[src/rtl/pupwi_pkg.sv]
package pupwi_pkg;

   // clock and time base
   localparam int CLK_PERIOD_NS = 20; // 50 MHz core clock
   localparam int TICK_NS = 1000; // internal time base tick, 1 us
   localparam int TICK_CYCLES = (TICK_NS + CLK_PERIOD_NS - 1) / CLK_PERIOD_NS;

   // select delay after supply minimum, least time, rounded up
   localparam int SELECT_DELAY_US = 60;
   localparam int SELECT_DELAY_CYCLES = (SELECT_DELAY_US * 1000 + CLK_PERIOD_NS - 1) / CLK_PERIOD_NS;
   localparam int SELECT_DELAY_TICKS = (SELECT_DELAY_CYCLES + TICK_CYCLES - 1) / TICK_CYCLES;

   // write inhibit delay window; the device holds off for the least figure
   localparam int WRITE_INHIBIT_MIN_MS = 1;
   localparam int WRITE_INHIBIT_MAX_MS = 10;
   localparam int WRITE_INHIBIT_CYCLES =
      (WRITE_INHIBIT_MIN_MS * 1000000 + CLK_PERIOD_NS - 1) / CLK_PERIOD_NS;

   // widths
   localparam int PRESC_W = 6; // holds TICK_CYCLES - 1
   localparam int CNT_W = 16; // tick counter width
   localparam int ADDR_W = 8; // register byte address
   localparam int DATA_W = 32; // register data

   // register byte offsets
   localparam logic [ADDR_W-1:0] REG_CTRL = 8'h00;
   localparam logic [ADDR_W-1:0] REG_STATUS = 8'h04;
   localparam logic [ADDR_W-1:0] REG_PHASE = 8'h08;
   localparam logic [ADDR_W-1:0] REG_DISCARDS = 8'h0C;
   localparam logic [ADDR_W-1:0] REG_BLANK = 8'h10;

   // field positions
   localparam int CTRL_LOCK_BIT = 0; // software write hold-off
   localparam int STAT_BUSY_BIT = 0; // write in progress
   localparam int STAT_WEL_BIT = 1; // write enable latch
   localparam int PHASE_STANDBY_BIT = 0;
   localparam int PHASE_READ_BIT = 1;
   localparam int PHASE_WRITE_BIT = 2;
   localparam int PHASE_STATE_LSB = 4;

   // reset and delivery values
   localparam logic [7:0] STATUS_RESET = 8'h00;
   localparam logic [7:0] ERASED_BYTE = 8'hFF;
   localparam logic [CNT_W-1:0] DISCARDS_RESET = 16'h0000;

   // decoded instruction kinds, one-hot
   typedef enum logic [6:0] {
      CMD_READ = 7'h01,
      CMD_WRITE_ENABLE = 7'h02,
      CMD_WRITE_DISABLE = 7'h04,
      CMD_PAGE_PROGRAM = 7'h08,
      CMD_SECTOR_ERASE = 7'h10,
      CMD_BULK_ERASE = 7'h20,
      CMD_STATUS_WRITE = 7'h40
   } pupwi_cmd_t;

   // power-up phases, one-hot
   typedef enum logic [3:0] {
      ST_HELD = 4'h1,
      ST_WAIT = 4'h2,
      ST_READ_ONLY = 4'h4,
      ST_READY = 4'h8
   } pupwi_state_t;

   // decoded instruction carrier
   typedef struct packed {
      logic valid;
      pupwi_cmd_t kind;
   } pupwi_instr_t;

   // register port request
   typedef struct packed {
      logic wr;
      logic rd;
      logic [ADDR_W-1:0] addr;
      logic [DATA_W-1:0] wdata;
   } pupwi_bus_req_t;

   // whole state of the sequencer core
   typedef struct packed {
      pupwi_state_t state;
      logic write_enable_latch;
      logic standby;
      logic lock;
      logic [CNT_W-1:0] discards;
      pupwi_instr_t exec;
      logic [DATA_W-1:0] rdata;
   } pupwi_core_t;

   localparam pupwi_core_t CORE_RESET = '{
      state: ST_HELD,
      write_enable_latch: 1'b0,
      standby: 1'b0,
      lock: 1'b0,
      discards: DISCARDS_RESET,
      exec: '{valid: 1'b0, kind: CMD_READ},
      rdata: 32'h0000_0000
   };

endpackage : pupwi_pkg

[src/rtl/pupwi_top.sv]
`timescale 1ns/1ps
`default_nettype none
module pupwi_top
#(
   parameter int WRITE_INHIBIT_CYC = pupwi_pkg::WRITE_INHIBIT_CYCLES
)
(
   input wire logic core_clk_i,
   input wire logic rstn_i,
   input wire logic supply_ok_i,
   input wire pupwi_pkg::pupwi_instr_t instr_i,
   input wire logic busy_i,
   input wire logic op_done_i,
   input wire pupwi_pkg::pupwi_bus_req_t bus_i,
   output logic [pupwi_pkg::DATA_W-1:0] rdata_o,
   output pupwi_pkg::pupwi_instr_t exec_o,
   output logic wel_o,
   output logic standby_o,
   output logic read_allowed_o,
   output logic write_allowed_o
);
   import pupwi_pkg::*;

   // tick limits for both timers
   localparam logic [CNT_W-1:0] SEL_LIMIT = CNT_W'(SELECT_DELAY_TICKS);
   localparam logic [CNT_W-1:0] WR_LIMIT =
      CNT_W'((WRITE_INHIBIT_CYC + TICK_CYCLES - 1) / TICK_CYCLES);

   logic supply_s; // synchronised supply-above-threshold level
   logic held; // power-on reset condition
   logic sel_done; // select delay elapsed
   logic wr_done; // write inhibit delay elapsed
   logic accept; // instruction taken this cycle
   pupwi_core_t core_reg; // registered core state
   pupwi_core_t core_next; // next core state

   // write-type instructions, all gated by the inhibit delay
   function automatic logic is_write_type(input pupwi_cmd_t kind);
      is_write_type = (kind == CMD_WRITE_ENABLE) || (kind == CMD_PAGE_PROGRAM) ||
                      (kind == CMD_SECTOR_ERASE) || (kind == CMD_BULK_ERASE) ||
                      (kind == CMD_STATUS_WRITE);
   endfunction : is_write_type

   // program and erase, which need the latch
   function automatic logic needs_latch(input pupwi_cmd_t kind);
      needs_latch = (kind == CMD_PAGE_PROGRAM) || (kind == CMD_SECTOR_ERASE) ||
                    (kind == CMD_BULK_ERASE);
   endfunction : needs_latch

   // status byte layout
   function automatic logic [7:0] status_byte(input logic write_enable_latch, input logic busy);
      status_byte = STATUS_RESET;
      status_byte[STAT_WEL_BIT] = write_enable_latch;
      status_byte[STAT_BUSY_BIT] = busy;
   endfunction : status_byte

   // supply detector comes from outside the clock domain
   pupwi_sync u_supply_sync
   (
      .core_clk_i(core_clk_i),
      .rstn_i(rstn_i),
      .async_i(supply_ok_i),
      .sync_o(supply_s)
   );

   assign held = !supply_s;

   // select delay timer, restarted by every reset condition
   pupwi_timer u_select_timer
   (
      .core_clk_i(core_clk_i),
      .rstn_i(rstn_i),
      .clear_i(held),
      .limit_i(SEL_LIMIT),
      .done_o(sel_done)
   );

   // write inhibit timer, restarted by every reset condition
   pupwi_timer u_inhibit_timer
   (
      .core_clk_i(core_clk_i),
      .rstn_i(rstn_i),
      .clear_i(held),
      .limit_i(WR_LIMIT),
      .done_o(wr_done)
   );

   // phase sequencing, instruction gating, latch and register port
   always_comb
   begin
      core_next = core_reg;
      core_next.exec = '{valid: 1'b0, kind: CMD_READ};
      core_next.rdata = '0;
      accept = 1'b0;
      // phase machine
      case (core_reg.state)
         ST_HELD:
         begin
            core_next.state = ST_WAIT;
            core_next.standby = 1'b1;
            core_next.write_enable_latch = 1'b0;
         end
         ST_WAIT:
         begin
            if (sel_done && wr_done)
            begin
               core_next.state = ST_READY;
            end
            else if (sel_done)
            begin
               core_next.state = ST_READ_ONLY;
            end
         end
         ST_READ_ONLY:
         begin
            if (wr_done)
            begin
               core_next.state = ST_READY;
            end
         end
         ST_READY:
         begin
            core_next.state = ST_READY;
         end
         default:
         begin
            core_next.state = ST_HELD;
         end
      endcase
      // instruction gating
      if (instr_i.valid && (core_reg.state != ST_HELD))
      begin
         if (is_write_type(instr_i.kind))
         begin
            // inhibit delay, software hold-off and latch check
            accept = (core_reg.state == ST_READY) && !core_reg.lock &&
                     (!needs_latch(instr_i.kind) || core_reg.write_enable_latch);
         end
         else
         begin
            accept = (core_reg.state == ST_READ_ONLY) || (core_reg.state == ST_READY);
         end
         if (accept)
         begin
            core_next.exec = instr_i;
         end
         else if (core_reg.discards != 16'hFFFF)
         begin
            core_next.discards = core_reg.discards + 16'h0001;
         end
      end
      // latch: clear on write disable or finished cycle, set wins
      if (accept && (instr_i.kind == CMD_WRITE_DISABLE))
      begin
         core_next.write_enable_latch = 1'b0;
      end
      else if (op_done_i)
      begin
         core_next.write_enable_latch = 1'b0;
      end
      if (accept && (instr_i.kind == CMD_WRITE_ENABLE))
      begin
         core_next.write_enable_latch = 1'b1;
      end
      // standby once powered and idle
      if (core_reg.state != ST_HELD)
      begin
         core_next.standby = !busy_i && !core_next.exec.valid;
      end
      // register writes
      if (bus_i.wr)
      begin
         if (bus_i.addr == REG_CTRL)
         begin
            core_next.lock = bus_i.wdata[CTRL_LOCK_BIT];
         end
         else if (bus_i.addr == REG_DISCARDS)
         begin
            core_next.discards = DISCARDS_RESET;
         end
      end
      // register reads, answered in the next cycle only
      if (bus_i.rd)
      begin
         if (bus_i.addr == REG_CTRL)
         begin
            core_next.rdata[CTRL_LOCK_BIT] = core_reg.lock;
         end
         else if (bus_i.addr == REG_STATUS)
         begin
            core_next.rdata[7:0] = status_byte(core_reg.write_enable_latch, busy_i);
         end
         else if (bus_i.addr == REG_PHASE)
         begin
            core_next.rdata[PHASE_STANDBY_BIT] = core_reg.standby;
            core_next.rdata[PHASE_READ_BIT] = read_allowed_o;
            core_next.rdata[PHASE_WRITE_BIT] = write_allowed_o;
            core_next.rdata[PHASE_STATE_LSB +: 4] = core_reg.state;
         end
         else if (bus_i.addr == REG_DISCARDS)
         begin
            core_next.rdata[CNT_W-1:0] = core_reg.discards;
         end
         else if (bus_i.addr == REG_BLANK)
         begin
            core_next.rdata[7:0] = ERASED_BYTE;
         end
      end
      // power-on reset overrides everything, also on power-down
      if (held)
      begin
         core_next = CORE_RESET;
         accept = 1'b0;
      end
   end

   // register the core state
   always_ff @(posedge core_clk_i)
   begin
      if (!rstn_i)
      begin
         core_reg <= CORE_RESET;
      end
      else
      begin
         core_reg <= core_next;
      end
   end

   // outputs from registers; the two gate flags are decoded from state and lock
   assign rdata_o = core_reg.rdata;
   assign exec_o = core_reg.exec;
   assign wel_o = core_reg.write_enable_latch;
   assign standby_o = core_reg.standby;
   assign read_allowed_o = (core_reg.state == ST_READ_ONLY) || (core_reg.state == ST_READY);
   assign write_allowed_o = (core_reg.state == ST_READY) && !core_reg.lock;

   // cycles since the supply came up, for timing checks
   logic [CNT_W-1:0] up_cnt;
   always_ff @(posedge core_clk_i)
   begin
      if (!rstn_i || held)
      begin
         up_cnt <= '0;
      end
      else if (up_cnt != 16'hFFFF)
      begin
         up_cnt <= up_cnt + 16'h0001;
      end
   end

   held_quiet_a: assert property (@(posedge core_clk_i) disable iff (!rstn_i)
      held |=> (core_reg.state == ST_HELD) && !exec_o.valid && !wel_o)
      else $error("activity while power-on reset held");

   early_write_a: assert property (@(posedge core_clk_i) disable iff (!rstn_i)
      instr_i.valid && is_write_type(instr_i.kind) && !write_allowed_o |=> !exec_o.valid)
      else $error("write-type instruction taken during inhibit");

   inhibit_time_a: assert property (@(posedge core_clk_i) disable iff (!rstn_i)
      $rose(write_allowed_o) && !core_reg.lock |-> up_cnt > CNT_W'(WR_LIMIT * TICK_CYCLES))
      else $error("write allowed before inhibit delay");

   select_time_a: assert property (@(posedge core_clk_i) disable iff (!rstn_i)
      $rose(read_allowed_o) |-> up_cnt > CNT_W'(SELECT_DELAY_TICKS * TICK_CYCLES))
      else $error("reads allowed before select delay");

   early_read_a: assert property (@(posedge core_clk_i) disable iff (!rstn_i)
      (core_reg.state == ST_READ_ONLY) && supply_s && instr_i.valid &&
      (instr_i.kind == CMD_READ) |=> exec_o.valid && (exec_o.kind == CMD_READ))
      else $error("read refused after select delay");

   powerup_state_a: assert property (@(posedge core_clk_i) disable iff (!rstn_i)
      (core_reg.state == ST_HELD) && supply_s |=> standby_o && !wel_o)
      else $error("power-up not standby with latch clear");

   powerdown_a: assert property (@(posedge core_clk_i) disable iff (!rstn_i)
      (core_reg.state == ST_READY) && held |=> !read_allowed_o ##1 !exec_o.valid)
      else $error("operations still enabled after supply drop");

   status_blank_a: assert property (@(posedge core_clk_i) disable iff (!rstn_i)
      bus_i.rd && (bus_i.addr == REG_STATUS) && !wel_o && !busy_i && supply_s
      |=> rdata_o == 32'h0000_0000)
      else $error("status not zero in delivered state");

   latch_gate_a: assert property (@(posedge core_clk_i) disable iff (!rstn_i)
      instr_i.valid && needs_latch(instr_i.kind) && !wel_o |=> !exec_o.valid)
      else $error("program or erase taken without latch");

   latch_set_a: assert property (@(posedge core_clk_i) disable iff (!rstn_i)
      instr_i.valid && (instr_i.kind == CMD_WRITE_ENABLE) && write_allowed_o && supply_s
      |=> wel_o && exec_o.valid)
      else $error("write enable did not set latch");

   reach_read_c: cover property (@(posedge core_clk_i) disable iff (!rstn_i)
      core_reg.state == ST_READ_ONLY);
   reach_ready_c: cover property (@(posedge core_clk_i) disable iff (!rstn_i)
      $rose(write_allowed_o));
   discard_c: cover property (@(posedge core_clk_i) disable iff (!rstn_i)
      instr_i.valid && is_write_type(instr_i.kind) && read_allowed_o && !write_allowed_o);
   drop_c: cover property (@(posedge core_clk_i) disable iff (!rstn_i)
      (core_reg.state == ST_READY) && held);

endmodule : pupwi_top
`default_nettype wire

[src/rtl/pupwi_sync.sv]
`timescale 1ns/1ps
`default_nettype none
module pupwi_sync
(
   input wire logic core_clk_i,
   input wire logic rstn_i,
   input wire logic async_i,
   output logic sync_o
);
   import pupwi_pkg::*;

   // two stage synchroniser state
   typedef struct packed {
      logic meta;
      logic level;
   } pupwi_sync_t;

   pupwi_sync_t sync_reg; // registered stages
   pupwi_sync_t sync_next; // next stages

   // shift the pin through both stages; only level is read outside
   always_comb
   begin
      sync_next.meta = async_i;
      sync_next.level = sync_reg.meta;
   end

   // register, cleared to the unpowered level
   always_ff @(posedge core_clk_i)
   begin
      if (!rstn_i)
      begin
         sync_reg <= '0;
      end
      else
      begin
         sync_reg <= sync_next;
      end
   end

   assign sync_o = sync_reg.level;

endmodule : pupwi_sync
`default_nettype wire

[src/rtl/pupwi_timer.sv]
`timescale 1ns/1ps
`default_nettype none
module pupwi_timer
(
   input wire logic core_clk_i,
   input wire logic rstn_i,
   input wire logic clear_i,
   input wire logic [pupwi_pkg::CNT_W-1:0] limit_i,
   output logic done_o
);
   import pupwi_pkg::*;

   localparam logic [PRESC_W-1:0] PRESC_LAST = PRESC_W'(TICK_CYCLES - 1);

   // prescaler, tick counter and done flag
   typedef struct packed {
      logic [PRESC_W-1:0] presc;
      logic [CNT_W-1:0] count;
      logic done;
   } pupwi_timer_t;

   pupwi_timer_t tmr_reg; // registered timer
   pupwi_timer_t tmr_next; // next timer

   // count time base ticks until the limit, then hold
   always_comb
   begin
      tmr_next = tmr_reg;
      if (clear_i)
      begin
         tmr_next = '0;
      end
      else if (tmr_reg.count != limit_i)
      begin
         if (tmr_reg.presc == PRESC_LAST)
         begin
            tmr_next.presc = '0;
            tmr_next.count = tmr_reg.count + 16'h0001;
         end
         else
         begin
            tmr_next.presc = tmr_reg.presc + 6'h01;
         end
      end
      // flag stays set while the count sits at the limit
      tmr_next.done = !clear_i && (tmr_reg.count == limit_i);
   end

   // register the timer
   always_ff @(posedge core_clk_i)
   begin
      if (!rstn_i)
      begin
         tmr_reg <= '0;
      end
      else
      begin
         tmr_reg <= tmr_next;
      end
   end

   assign done_o = tmr_reg.done;

endmodule : pupwi_timer
`default_nettype wire

[config.mk]
export PLATFORM = sky130hd
export DESIGN_NAME = pupwi_top
export DESIGN_NICKNAME = d
export VERILOG_FILES = /design/src/rtl/pupwi_pkg.sv /design/src/rtl/pupwi_top.sv /design/src/rtl/pupwi_sync.sv /design/src/rtl/pupwi_timer.sv
export SDC_FILE = /design/constraint.sdc
export NUM_CORES = 1
export LEC_CHECK = 0
export ABC_AREA = 1
export BUFFER_PORTS_ARGS = -buffer_cell sky130_fd_sc_hd__buf_2
export CAP_MARGIN = 10
export CORE_UTILIZATION = 50
export CTS_CLUSTER_SIZE = 28
export DETAILED_ROUTE_END_ITERATION = 16
export PLACE_DENSITY = 0.7
export SLEW_MARGIN = 20
export SYNTH_ARGS = -nofsm -noshare
export SYNTH_HDL_FRONTEND = slang
export SYNTH_HIERARCHICAL = 1
export SYNTH_SLANG_ARGS = --single-unit
export TNS_END_PERCENT = 5
[constraint.sdc]
create_clock -name core_clk_i -period 4.7 [get_ports core_clk_i]
set_input_delay 0.235 -clock core_clk_i [delete_from_list [all_inputs] [get_ports core_clk_i]]
set_output_delay 0.235 -clock core_clk_i [all_outputs]
set_load 0.01 [all_outputs]
## Word level (Yosys, flattened, before mapping)

Cells that the tools add are included.

| word-level totals | value |
|---|---|
| register bits after elaboration | 111 |
| latch bits | 0 |
| RAM bits | 0 |
| ROM bits | 0 |
| input port bits | 55 |
| output and inout port bits | 44 |
| word-level logic and storage cells | 117 |
| memories kept | 0 |

| cells by class | value |
|---|---|
| $add $sub $neg | 5 |
| multipliers | 0 |
| div/mod/pow operators | 0 |
| order comparisons | 0 |
| equality and inequality tests | 24 |
| shifts and indexed selects | 0 |
| mux-type cells | 28 |
| bitwise operators | 4 |
| reductions and logical operators | 35 |

Operators by type and width:

| cell | count |
|---|---|
| $mux W16 | 5 |
| $add A16 B1 Y16 const B | 3 |
| $mux W8 | 4 |
| $mux W24 | 1 |
| $eq A16 B10 Y1 const B | 1 |
| $eq A16 B6 Y1 const B | 1 |
| $eq A8 B4 Y1 const B | 2 |
| $mux W4 | 4 |
| $ne A16 B10 Y1 const B | 1 |
| $ne A16 B16 Y1 const B | 1 |
| $ne A16 B6 Y1 const B | 1 |
| $pmux W4 S4 | 1 |
| $add A6 B1 Y6 const B | 2 |
| $eq A6 B6 Y1 const B | 2 |
| $mux W6 | 2 |
| $reduce_and A2 Y1 | 5 |
| $logic_and A1 B1 Y1 | 9 |
| $mux W1 | 9 |
| $eq A8 B3 Y1 const B | 1 |
| $eq A8 B5 Y1 const B | 1 |
| $logic_not A8 Y1 | 1 |
| $logic_or A1 B1 Y1 | 8 |
| $eq A7 B2 Y1 const B | 1 |
| $eq A7 B3 Y1 const B | 1 |
| 23 further kinds | 29 |

## Depth between registers and ports, before layout

Gate-level depths: netlist (run 1).

| logic depth | value |
|---|---|
| word-level depth | 13 |
| mapped depth | 12 |

## Modules after synthesis

Netlist (run 1), hierarchy kept.

By module, submodules not included:

| module | times used | cells an instance | area an instance (µm²) | seq. area each (µm²) |
|---|---|---|---|---|
| pupwi_timer | 2 | 279 | 1,591.5 | 460.4 |
| pupwi_top | 1 | 402 | 2,683.8 | 940.9 |
| pupwi_sync | 1 | 6 | 55.1 | 40.0 |

## Worst setup path after synthesis (run 1)

Ideal clock, no wire load.

| path | value |
|---|---|
| path type | register -> register |
| start | register u_inhibit_timer/tmr_reg[1] in the netlist's numbering |
| end | register u_inhibit_timer/tmr_reg[13] in the netlist's numbering |
| setup time | 0.113 ns |
| data arrival time | 1.390 ns |
| data required time | 4.587 ns |
| setup slack | 3.197 ns |
| cell stages (with the launch flop) | 11 |
| buffers on the path | 0 |
| period minus slack after synthesis | 1.503 ns |
| cells stage by stage | dfxtp_1 -> ha_1 -> nand2_1 -> nor2_1 -> nand2_1 -> nor2_1 -> nand2_1 -> nor2_1 -> nand3_1 -> nand2_1 -> nor2_1 |

| on the way | value |
|---|---|
| word-level cells in the longest chain between the ends | 2 |

RTL lines:

| element | RTL line | text |
|---|---|---|
| start, declared | pupwi_timer.sv:22 | `pupwi_timer_t tmr_reg;` |
| start signal, assigned | pupwi_timer.sv:58 | `tmr_reg <= tmr_next;` |
| parallel branches: the longest is 2 deep, another holds $add A16 B1 Y16 | n/a |  |

Parallel ways; which one is timed is not known.
A chain may end at the register's enable or synchronous reset.

## Final worst setup path (run 1)

| path | value |
|---|---|
| start | register core_reg[61] in the netlist's numbering |
| end | register core_reg[53] in the netlist's numbering |

| on the way | value |
|---|---|
| word-level cells in the longest chain between the ends | 10 |

RTL lines:

| element | RTL line | text |
|---|---|---|
| start, declared | pupwi_top.sv:34 | `pupwi_core_t core_reg;` |
| start signal, assigned | pupwi_top.sv:226 | `core_reg <= core_next;` |
| $eq A4 B4 Y1 | pupwi_top.sv:136, pupwi_top.sv:141 |  |
| $logic_and A1 B1 Y1 (2 in series) | pupwi_top.sv:136 | `accept = (core_reg.state == ST_READY) && !core_reg.lock &&` |
| $mux W1 | pupwi_top.sv:133 | `if (is_write_type(instr_i.kind))` |
| $mux W1 | pupwi_top.sv:131 | `if (instr_i.valid && (core_reg.state != ST_HELD))` |
| $mux W16 | pupwi_top.sv:143 | `if (accept)` |
| $mux W24 * | pupwi_top.sv:131 |  |
| $mux W16 | pupwi_top.sv:177 | `else if (bus_i.addr == REG_DISCARDS)` |
| $mux W16 | pupwi_top.sv:173 | `if (bus_i.addr == REG_CTRL)` |
| $mux W16 * | pupwi_top.sv:171 | `if (bus_i.wr)` |

Every way passes the cells marked *; elsewhere a longest branch is shown, timed or not. The select of a mux whose other input is x is not followed.

==> impl_results.md, run 1 <==
* Run status: finished clean
* Max Buffers Root-to-Sink at 2
* Fillers at 1169
* Leakage at 3.10 nW
* Worst path most repeated cell: nor2_1
* Utilization after layout at 0.566
* Clock-pin slew on the worst setup and hold paths at 0.07 ns
* Share of synthesized registers carrying an async set or reset at 0
* Clock Tree Root: clkbuf_16
* RSZ-0062 raised after global routing: no
* Compound-Gate Fraction of Synth Area at 0.0674
* Fin crit share at 0.445
* CTS buffer count at 9
* Routability-driven placement congestion ratio at 0.836
* Share of layout cells above drive strength 1 at 0.103
* Critical-path maximum fanout at 24
* Cell depth of the worst setup path at 7
* # DRC at 0
* WL per Instance at 9.35 um
* Core ar. at 11500 um^2
* Largest net degree at the start of global routing at 40
* Flop2flop setup slack at 2.61 ns
* Multi-input logic area at 3250 um^2
* Top cell type's share of synthesized area at 0.321
* Layout area overhead at 9.57%
* Hold depth at 3
* Part of the Yosys area used for sequential elements at 0.321
* GRT overflow at 0
* Skew final at 0.00620 ns
* Final cell count without fillers at 1197
* CTS Hold Buffers Added at 0
* Required @ worst endpoint at 4.94 ns
* Slowest-stage cell, CP: nor2_2
* Seq. cell area at 1900 um^2
* Hold crit path type: primary input to register
* Worst Reg-to-Reg Cells at 7
* Clock Latency Late Sink at 0.34 ns
* Setup WS pre-CTS at 2.60 ns
* Critical Path Start Type: register
* Fin nets at 1112
* Placed cell count at 1182
* Multiplexer share of the synthesized area at 0
* Simple-gate share of the synthesized area at 0.405
* Drt total wl at 11200 um
* Fin. Hold Viols at 0
* H-tree depth at 3
* Relative max-transition margin at 0.394
* # rows at 39
* CTS tree: done
* Resize count post-CTS at 0
* Final WS setup at 2.61 ns
* Crit. End Element: register
* Synth Warn # at 6
* Die width at 111 um
* DR pass1 iterations at 5
* Detailed Place HPWL at 8050 um
* Crit path DAT at 2.33 ns
* Vias per cell at 4.48
* Synth Flop Type: dfxtp_1
* Detailed router's first-iteration violation count at 176
* Final setup TNS at 0 ns
* Max_cap viols at 0
* Post-Syn Instances at 966
* Post-Synth XOR/XNOR Area at 0.0118
* Vias in the first global route at 4722
* Synth top area cells: dfxtp_1 (32%), nand2_1 (15%), nor2_1 (11%)
* F_max at 0.478 GHz
* Worst vdd rail ir drop at 0.175 mV
* Die ar. at 12300 um^2
* Num ports at 99
* GRT Total Usage at 0.189
* Final Critical Period at 2.09 ns
* Port bufs at 51
* #FFs+latches synth at 95
* Largest family of logic cells by synthesized area: simple AND/OR/NAND/NOR gates
* Final setup violating endpoints at 0
* CP Cell Sequence: inv_1 -> nand2_1 -> nor3_2 -> nor2_2 -> nand3_1 -> nor2_1 -> nor2_1
* Routed Antenna Nets at 0
* Via Count at 5368
* N_diodes at 0
* Worst-Margin Slew at 0.907 ns
* Synth area leader: dfxtp_1
* Clock Sink Count at 95
* Mapped cell area at 5920 um^2
* Final Max Tran Viols at 0
* Initial antenna violation count at 0
* Worst Setup Path Type: register to register
* Post-CTS Setup Inserts at 0
* EDFF count, synth at 0
* Post-Synth Adder-Cell Area at 0.0148
* Initial core utilization at 0.516
* Post-synth cell types at 35
* Pwr dens at 240 nW/um^2
* Tot Pwr at 1.56 mW
* Die Height at 111 um
* First-pass GRT wire length at 19700 um
* CP top delay family: simple AND/OR/NAND/NOR gates
* WP buf/inv at 1
* CP peak stage delay at 0.69 ns
* Avg Inst Size Synth at 6.13 um^2
## per-stage QoR
step | hold WS [ns] | cell area (um^2)
floorplan | 0.328 | 6210
global placement | 0.393 | 6220
detailed placement | 0.414 | 6220
CTS | 0.104 | 6490
global route | 0.118 | 6490
finish | 0.110 | 6490
## layer usage
layer	share of wire	GRT usage	wire length [um]	vias up
met5	0	0	0	-
met4	0.012	0.0711	139	0
met3	0.035	0.0312	392	9
met2	0.45	0.325	5040	90
met1	0.50	0.237	5620	2242
li1	-	-	-	3027
## cell type report
type | count | area share
well taps | 143 | 0.0276
clock inverters | 5 | 0.00540
repair buffers | 53 | 0.0417
inverters | 165 | 0.0954
multi-input cells | 726 | 0.502
flip-flops and latches | 95 | 0.293
clock buffers | 10 | 0.0353
## Yosys cell counts (5+ instances only)
master and instances:
a21oi_2 8, nand4_1 20, nand2_2 5, dfxtp_1 95, nor3_1 17, nor2_1 179, inv_2 10, buf_4 43
inv_1 152, o21ai_0 10, nand2_1 244, nor2_2 8, buf_2 6, buf_6 7, nand3_1 76, ha_1 7
xor2_1 6, a21oi_1 46
## tightest hold or removal path: stages
cell	delay (ns)
buf_2	0.10
nand2_1	0.05
inv_1	0.04
## power by group
part / switching [mW] / internal (mW)
Combinational: 0.0515 / 0.0264
Clock: 0.312 / 0.357
Sequential: 0.00177 / 0.807
Total: 0.366 / 1.19
## cells in the final DEF, fill, tap and decap left out, types with 2 or more instances in the layout
master       n
nor3_1      17
inv_2       10
nand3_1     76
nor2_2       8
nand4_2      4
a21oi_2      8
o21ai_0     10
buf_4        2
clkinv_1     3
nand4_1     20
xnor2_1      2
inv_1      152
xor2_1       6
nand2_1    244
a21oi_1     46
nor2_4       3
clkbuf_16    9
buf_2       51
dfxtp_1     95
ha_1         7
nand2_2      5
conb_1      80
nor2_1     179
clkinv_2     2
## kinds of logic after synthesis
group | count (synthesis)
xor+xnor | 8
other cells | 2
fa+ha+maj | 7
compound gates | 70
buf+inv | 223
flops | 95
simple gates | 561
## worst paths after layout
path                              start                         end
min                         supply_ok_i  u_supply_sync/sync_next[0]
max reg2reg                core_reg[61]                core_reg[53]
min reg2reg  u_supply_sync/sync_next[0]        u_supply_sync/sync_o
max                        core_reg[61]                core_reg[53]
(Power assumes the default switching activity.)
==> run 2: changes to the inputs <==
- ABC_AREA: 1 -> 0
- PLACE_DENSITY: 0.7 -> 0.71
- clock period: 4.7 -> 2.05 ns (I/O delays scaled with it)
==> run 2 against run 1 <==
- area after synthesis down 9.3%
- cell area shrank 7.0%
- routed wire length decreased by 0.63%
- die area fell by 9.1%
- via count down 14%
- sequential share of layout area is 2.2 points higher
- synthesized cell count fell by 35%
- global-route usage rose by 1.5 points
- highest routed layer unchanged
==> impl_results.md, run 2 <==
* Run status: finished clean
* Crit path DAT at 2.33 ns (about the same)
* N_diodes at 0 (unchanged)
* Final Max Tran Viols at 0 (unchanged)
* Detailed router's first-iteration violation count at 177 (+0.57%)
* Vias in the first global route at 4270 (-9.6%)
* Synth Warn # at 6 (unchanged)
* Final setup violating endpoints at 0 (unchanged)
* CP top delay family: buffers and inverters
* Worst Setup Path Type: primary input to register
* Clock Sink Count at 95 (unchanged)
* CP peak stage delay at 0.55 ns (-0.14 ns)
* Hold crit path type: primary input to register
* Slowest-stage cell, CP: dlygate4sd3_1
* First-pass GRT wire length at 18900 um (-4.0%)
* CTS tree: done
* RSZ-0062 raised after global routing: yes
* Final Critical Period at 2.02 ns
* Detailed Place HPWL at 8050 um (about the same)
* Utilization after layout at 0.582 (+0.0161)
* Largest net degree at the start of global routing at 45 (+13%)
* F_max at 0.495 GHz
* Final setup TNS at 0 ns (unchanged)
* EDFF count, synth at 0 (unchanged)
* Max Buffers Root-to-Sink at 2 (unchanged)
* Crit. End Element: register
* Die Height at 106 um (-4.7%)
* CP Cell Sequence: dlygate4sd3_1 -> buf_2 -> xnor2_1 -> or3_1 -> o221a_1 -> buf_12 -> or4_1 -> a21oi_1
* Fin crit share at 0.986
* Leakage at 2.10 nW (-32%)
* Share of synthesized registers carrying an async set or reset at 0 (unchanged)
* WP buf/inv at 3 (+2)
* Drt total wl at 11100 um (-0.63%)
* Avg Inst Size Synth at 8.58 um^2 (+40%)
* # DRC at 0 (unchanged)
* Most frequent cells in the layout: dfxtp_1 (95), a21oi_1 (57), buf_2 (51)
* Fin. Hold Viols at 0 (unchanged)
* Post-synth cell types at 59 (+69%)
* Critical-path maximum fanout at 29 (+21%)
* DR pass1 iterations at 4 (-1)
* Port bufs at 51 (unchanged)
* Post-Syn Instances at 626 (-35%)
* Synth area leader: dfxtp_1
* Core ar. at 10400 um^2 (-9.6%)
* Mapped cell area at 5370 um^2 (-9.3%)
* Fin nets at 762 (-31%)
* Skew final at 0.0109 ns (+0.00470 ns)
* Max_cap viols at 0 (unchanged)
* Initial core utilization at 0.518 (+0.00180)
* Pwr dens at 551 nW/um^2 (+130%)
* Synth Flop Type: dfxtp_1
* Via Count at 4593 (-14%)
* Clock Latency Late Sink at 0.37 ns (+0.03 ns)
* #FFs+latches synth at 95 (unchanged)
* Fillers at 954 (-18%)
* Worst vdd rail ir drop at 0.283 mV (+62%)
* CTS buffer count at 9 (unchanged)
* Num ports at 99 (unchanged)
* Clock-pin slew on the worst setup and hold paths at 0.10 ns (+0.03 ns)
* Initial antenna violation count at 0 (unchanged)
* Required @ worst endpoint at 2.36 ns (-2.58 ns)
* Vias per cell at 5.46 (+22%)
* GRT Total Usage at 0.204 (+0.0146)
* Synth top area cells: dfxtp_1 (35%), buf_4 (5.6%), a21oi_1 (5.3%)
* Routability-driven placement congestion ratio at 0.821 (-1.7%)
* GRT overflow at 0 (unchanged)
* Final cell count without fillers at 841 (-30%)
* Die ar. at 11200 um^2 (-9.1%)
* Share of layout cells above drive strength 1 at 0.180 (+0.0767)
* Tot Pwr at 3.33 mW (+110%)
* Placed cell count at 819 (-31%)
* H-tree depth at 3 (unchanged)
* Top cell type's share of synthesized area at 0.354 (+0.0328)
* Critical Path Start Type: primary input
* Layout area overhead at 12.3%
* WL per Instance at 13.2 um (+41%)
* Synth cell count leaders: dfxtp_1 (95), a21oi_1 (57), nand2_1 (46)
* Post-CTS Setup Inserts at 0 (unchanged)
* Most common cell in the netlist: dfxtp_1
* Part of the Yosys area used for sequential elements at 0.354 (+0.0328)
* Die width at 106 um (-4.7%)
* # rows at 37 (-5.1%)
* Routed Antenna Nets at 0 (unchanged)
* Clock Tree Root: clkbuf_8
* Commonest non-fill, non-tap cell in the layout: dfxtp_1
-- run 2: through the flow --
| step | hold WS, ns | cell area (um^2) | setup WS [ns] |
|---|---|---|---|
| CTS | 0.0269 | 6000 | 0.00490 |
| global route | 0.0319 | 6030 | -0.0409 |
| floorplan | 0.204 | 5560 | -0.0358 |
| detailed placement | 0.308 | 5730 | -0.236 |
| global placement | 0.306 | 5730 | -0.198 |
| finish | 0.0411 | 6030 | 0.0297 |
-- run 2: routing by layer --
metal,routed length [um],global-route usage
met4,143,0.0645
met3,383,0.0414
met1,5160,0.252
met2,5440,0.353
met5,0,0
-- run 2: logic make-up after synthesis --
kind of cell | share of synthesized area
buf+inv | 0.104
simple gates | 0.296
compound gates | 0.149
other cells | 0.00140
xor+xnor | 0.0615
mux | 0.0172
fa+ha+maj | 0.0163
flops | 0.354
-- run 2: what timing repair did --
item,CTS,global route
cloned,0,0
endpoints found under the hold margin,6,0
hold buffers,6,0
pin swaps,0,5
resized for setup,3,7
endpoints found under the setup margin,9,21
-- run 2: final timing paths --
path              slack, ns                   end                        from  cells after the start
setup reg to reg       0.11          core_reg[43]                core_reg[61]                      7
hold reg to reg        0.44  u_supply_sync/sync_o  u_supply_sync/sync_next[0]                      1
hold / removal         0.04  u_supply_sync/sync_o                      rstn_i                      2
setup / recovery       0.03          core_reg[48]                  instr_i[1]                      8
-- run 2: power by group --
group          switching (mW)  internal [mW]  total, mW
Sequential            0.00348           1.85       1.85
Combinational           0.107         0.0807      0.187
Clock                   0.710          0.577       1.29
-- run 2: layout make-up --
type,count,area [um^2],area share
multi-input combinational,492,3130,0.519
sequential,95,1900,0.315
timing repair buffer,89,581,0.0962
tap,136,170,0.0282
clock buffer,9,124,0.0205
clock inverter,7,77.6,0.0129
inverter,13,48.8,0.00809
-- run 2: worst reg2reg max path, stage by stage (launching register included) --
cell and delay [ns]:
dfxtp_1 0.32, or4b_4 0.56, nor3b_2 0.19, o221a_1 0.24, buf_12 0.18, buf_4 0.15
nor4_1 0.05, o21a_1 0.18
==> run 3: changes to the inputs <==
- ABC_AREA: 0 -> 1
- CORE_UTILIZATION: 50 -> 35
- PLACE_DENSITY: 0.71 -> 0.52
==> run 3 against run 2 <==
- non-clock buffer count down 13
- clock power up 41%
- core utilization down 17 points
- power up 16%
- final cell count up 54%
- routed wire length up 9.4%
- critical path depth up 2
- setup slack better by 0.26 ns
- maximum frequency up 15%
- critical path type is now register to register
- largest power group unchanged
==> impl_results.md, run 3 (synthesized netlist as in run 1, its figures left out) <==
* Run status: finished clean
* WL per Instance at 9.38 um (-29%)
* Vias per cell at 4.15 (-24%)
* Core ar. at 16500 um^2 (+59%)
* Required @ worst endpoint at 2.29 ns (-0.07 ns)
* Die ar. at 17400 um^2 (+56%)
* Clock-pin slew on the worst setup and hold paths at 0.07 ns (-0.03 ns)
* CP peak stage delay at 0.42 ns (-0.13 ns)
* Fin nets at 1135 (+49%)
* Die width at 132 um (+25%)
* GRT Total Usage at 0.145 (-0.0590)
* Post-route cell area at 6820 um^2 (+13%)
* Drt total wl at 12200 um (+9.4%)
* F_max at 0.569 GHz (+15%)
* CP Cell Sequence: ha_1 -> nand2_1 -> nor2_1 -> nand2_1 -> nor2_1 -> nand2_1 -> nor2_1 -> nand3_1 -> nand2_1 -> nor2_1
* Worst hold endpoint: exec_o[1]
* Reg-to-Reg End: u_inhibit_timer/tmr_reg[13]
* Largest net degree at the start of global routing at 21 (-53%)
* Tot Pwr at 3.86 mW (+16%)
* Hold slack at 0.0172 ns (-0.0240 ns)
* Clock Latency Late Sink at 0.35 ns (-0.02 ns)
* Port bufs at 51 (unchanged)
* Flop2flop setup slack at 0.29 ns (+0.18 ns)
* Detailed router's first-iteration violation count at 282 (+59%)
* Routed Antenna Nets at 0 (unchanged)
* Fin. Hold Viols at 0 (unchanged)
* Crit. End Element: register
* Max Buffers Root-to-Sink at 2 (unchanged)
* Pwr dens at 566 nW/um^2 (+2.6%)
* Die Height at 132 um (+25%)
* Num ports at 99 (unchanged)
* Detailed Place HPWL at 9140 um (+14%)
* Max_cap viols at 0 (unchanged)
* RSZ-0062 raised after global routing: no
* Fillers at 1797 (+88%)
* Crit path DAT at 2.00 ns (-0.33 ns)
* Initial antenna violation count at 0 (unchanged)
* Worst Setup Path Type: register to register
* Worst reg2reg startpoint: u_inhibit_timer/tmr_reg[1]
* Critical Path Start Type: register
* Slowest-stage cell, CP: dfxtp_1
* Commonest non-fill, non-tap cell in the layout: nand2_1
* Clock Sink Count at 95 (unchanged)
* Most frequent cells in the layout: nand2_1 (244), nor2_1 (179), inv_1 (152)
* Final Critical Period at 1.76 ns (-0.263 ns)
* Critical-path maximum fanout at 6 (-79%)
* Worst vdd rail ir drop at 0.372 mV (+31%)
* Initial core utilization at 0.358 (-0.160)
* # rows at 47 (+27%)
* DR pass1 iterations at 4 (unchanged)
* CTS buffer count at 9 (unchanged)
* Share of layout cells above drive strength 1 at 0.118 (-0.0623)
* Layout area overhead at 15.2%
* H-tree depth at 3 (unchanged)
* CTS tree: done
* N_diodes at 0 (unchanged)
* Final setup violating endpoints at 0 (unchanged)
* Via Count at 5389 (+17%)
* Min-delay src: instr_i[1]
* Leakage at 3.23 nW (+54%)
* Skew final at 0.00896 ns (-0.00194 ns)
* Vias in the first global route at 4669 (+9.3%)
* Routability-driven placement congestion ratio at 0.785 (-4.4%)
* Post-placement cell area at 6450 um^2 (+12%)
* # DRC at 0 (unchanged)
* Fin crit share at 0.857 (-0.128)
* GRT overflow at 0 (unchanged)
* Clock Tree Root: clkbuf_16
* Hold crit path type: primary input to register
* Worst Reg-to-Reg Cells at 10 (+3)
* Hold depth at 3 (+1)
* First-pass GRT wire length at 21000 um (+11%)
* Utilization after layout at 0.413 (-0.169)
* Final Max Tran Viols at 0 (unchanged)
* Final setup TNS at 0 ns (unchanged)
## run 3: cell count changes in the layout (fill, tap and decap cells not counted), sizes merged, moves of 13 or more
cell | previous run | this run
and2 | 26 | 0
buf | 83 | 70
conb | 48 | 80
inv | 16 | 163
nand2 | 46 | 249
nand3 | 30 | 78
nor2 | 21 | 190
o21ai | 25 | 11
o31ai | 23 | 1
or3 | 18 | 0
or4 | 35 | 0
xnor2 | 34 | 2
## run 3: through the flow
stage | worst slack [ns] | cells
floorplan | 0.547 | 1044
global placement | 0.329 | 1276
detailed placement | 0.298 | 1276
CTS | 0.277 | 1298
global route | 0.0474 | 1298
finish | 0.293 | 1298
## run 3: critical path, delay by kind of cell, from the launching register on
family                   cells  cell delay [ns]
AND/OR/NAND/NOR              9             1.02
adder cells (fa/ha/maj)      1             0.20
flip-flops                   1             0.42
## run 3: layout make-up
type,count,area [um^2],area share
Inverter,165,619,0.0908
Timing Repair Buffer,76,458,0.0671
Clock inverter,6,83.8,0.0123
Clock buffer,10,229,0.0336
Sequential cell,95,1900,0.279
Tap cell,220,275,0.0404
Multi-Input combinational cell,726,3250,0.477
## run 3: report_power, final
group          internal [mW]  switching, mW
combinational         0.0687          0.120
sequential              1.85        0.00393
clock                   1.07          0.749
## run 3: how the worst max path moves through the flow
stage                                     from  slack, ns                           to  depth (start not counted)
finish              u_inhibit_timer/tmr_reg[1]       0.29  u_inhibit_timer/tmr_reg[13]                         10
global route        u_inhibit_timer/tmr_reg[1]       0.05  u_inhibit_timer/tmr_reg[13]                         10
CTS                 u_inhibit_timer/tmr_reg[1]       0.28  u_inhibit_timer/tmr_reg[13]                         10
detailed placement  u_inhibit_timer/tmr_reg[1]       0.30  u_inhibit_timer/tmr_reg[13]                         10
global placement                  core_reg[40]       0.33                 core_reg[41]                          8
floorplan           u_inhibit_timer/tmr_reg[1]       0.55  u_inhibit_timer/tmr_reg[13]                         10
## run 3: metal layers
layer  routed length (um)  vias to the layer above  global-route usage
met5                    0                        -                   0
met2                 5400                       60               0.234
li1                     -                     3062                   -
met1                 6210                     2255               0.193
met3                  348                       12              0.0188
met4                  212                        0              0.0627
## run 3: timing repair
item,4_1_cts,5_1_grt
buffers inserted,0,0
hold buffers,6,0
gates resized for setup,0,0
hold endpoints to repair,5,0
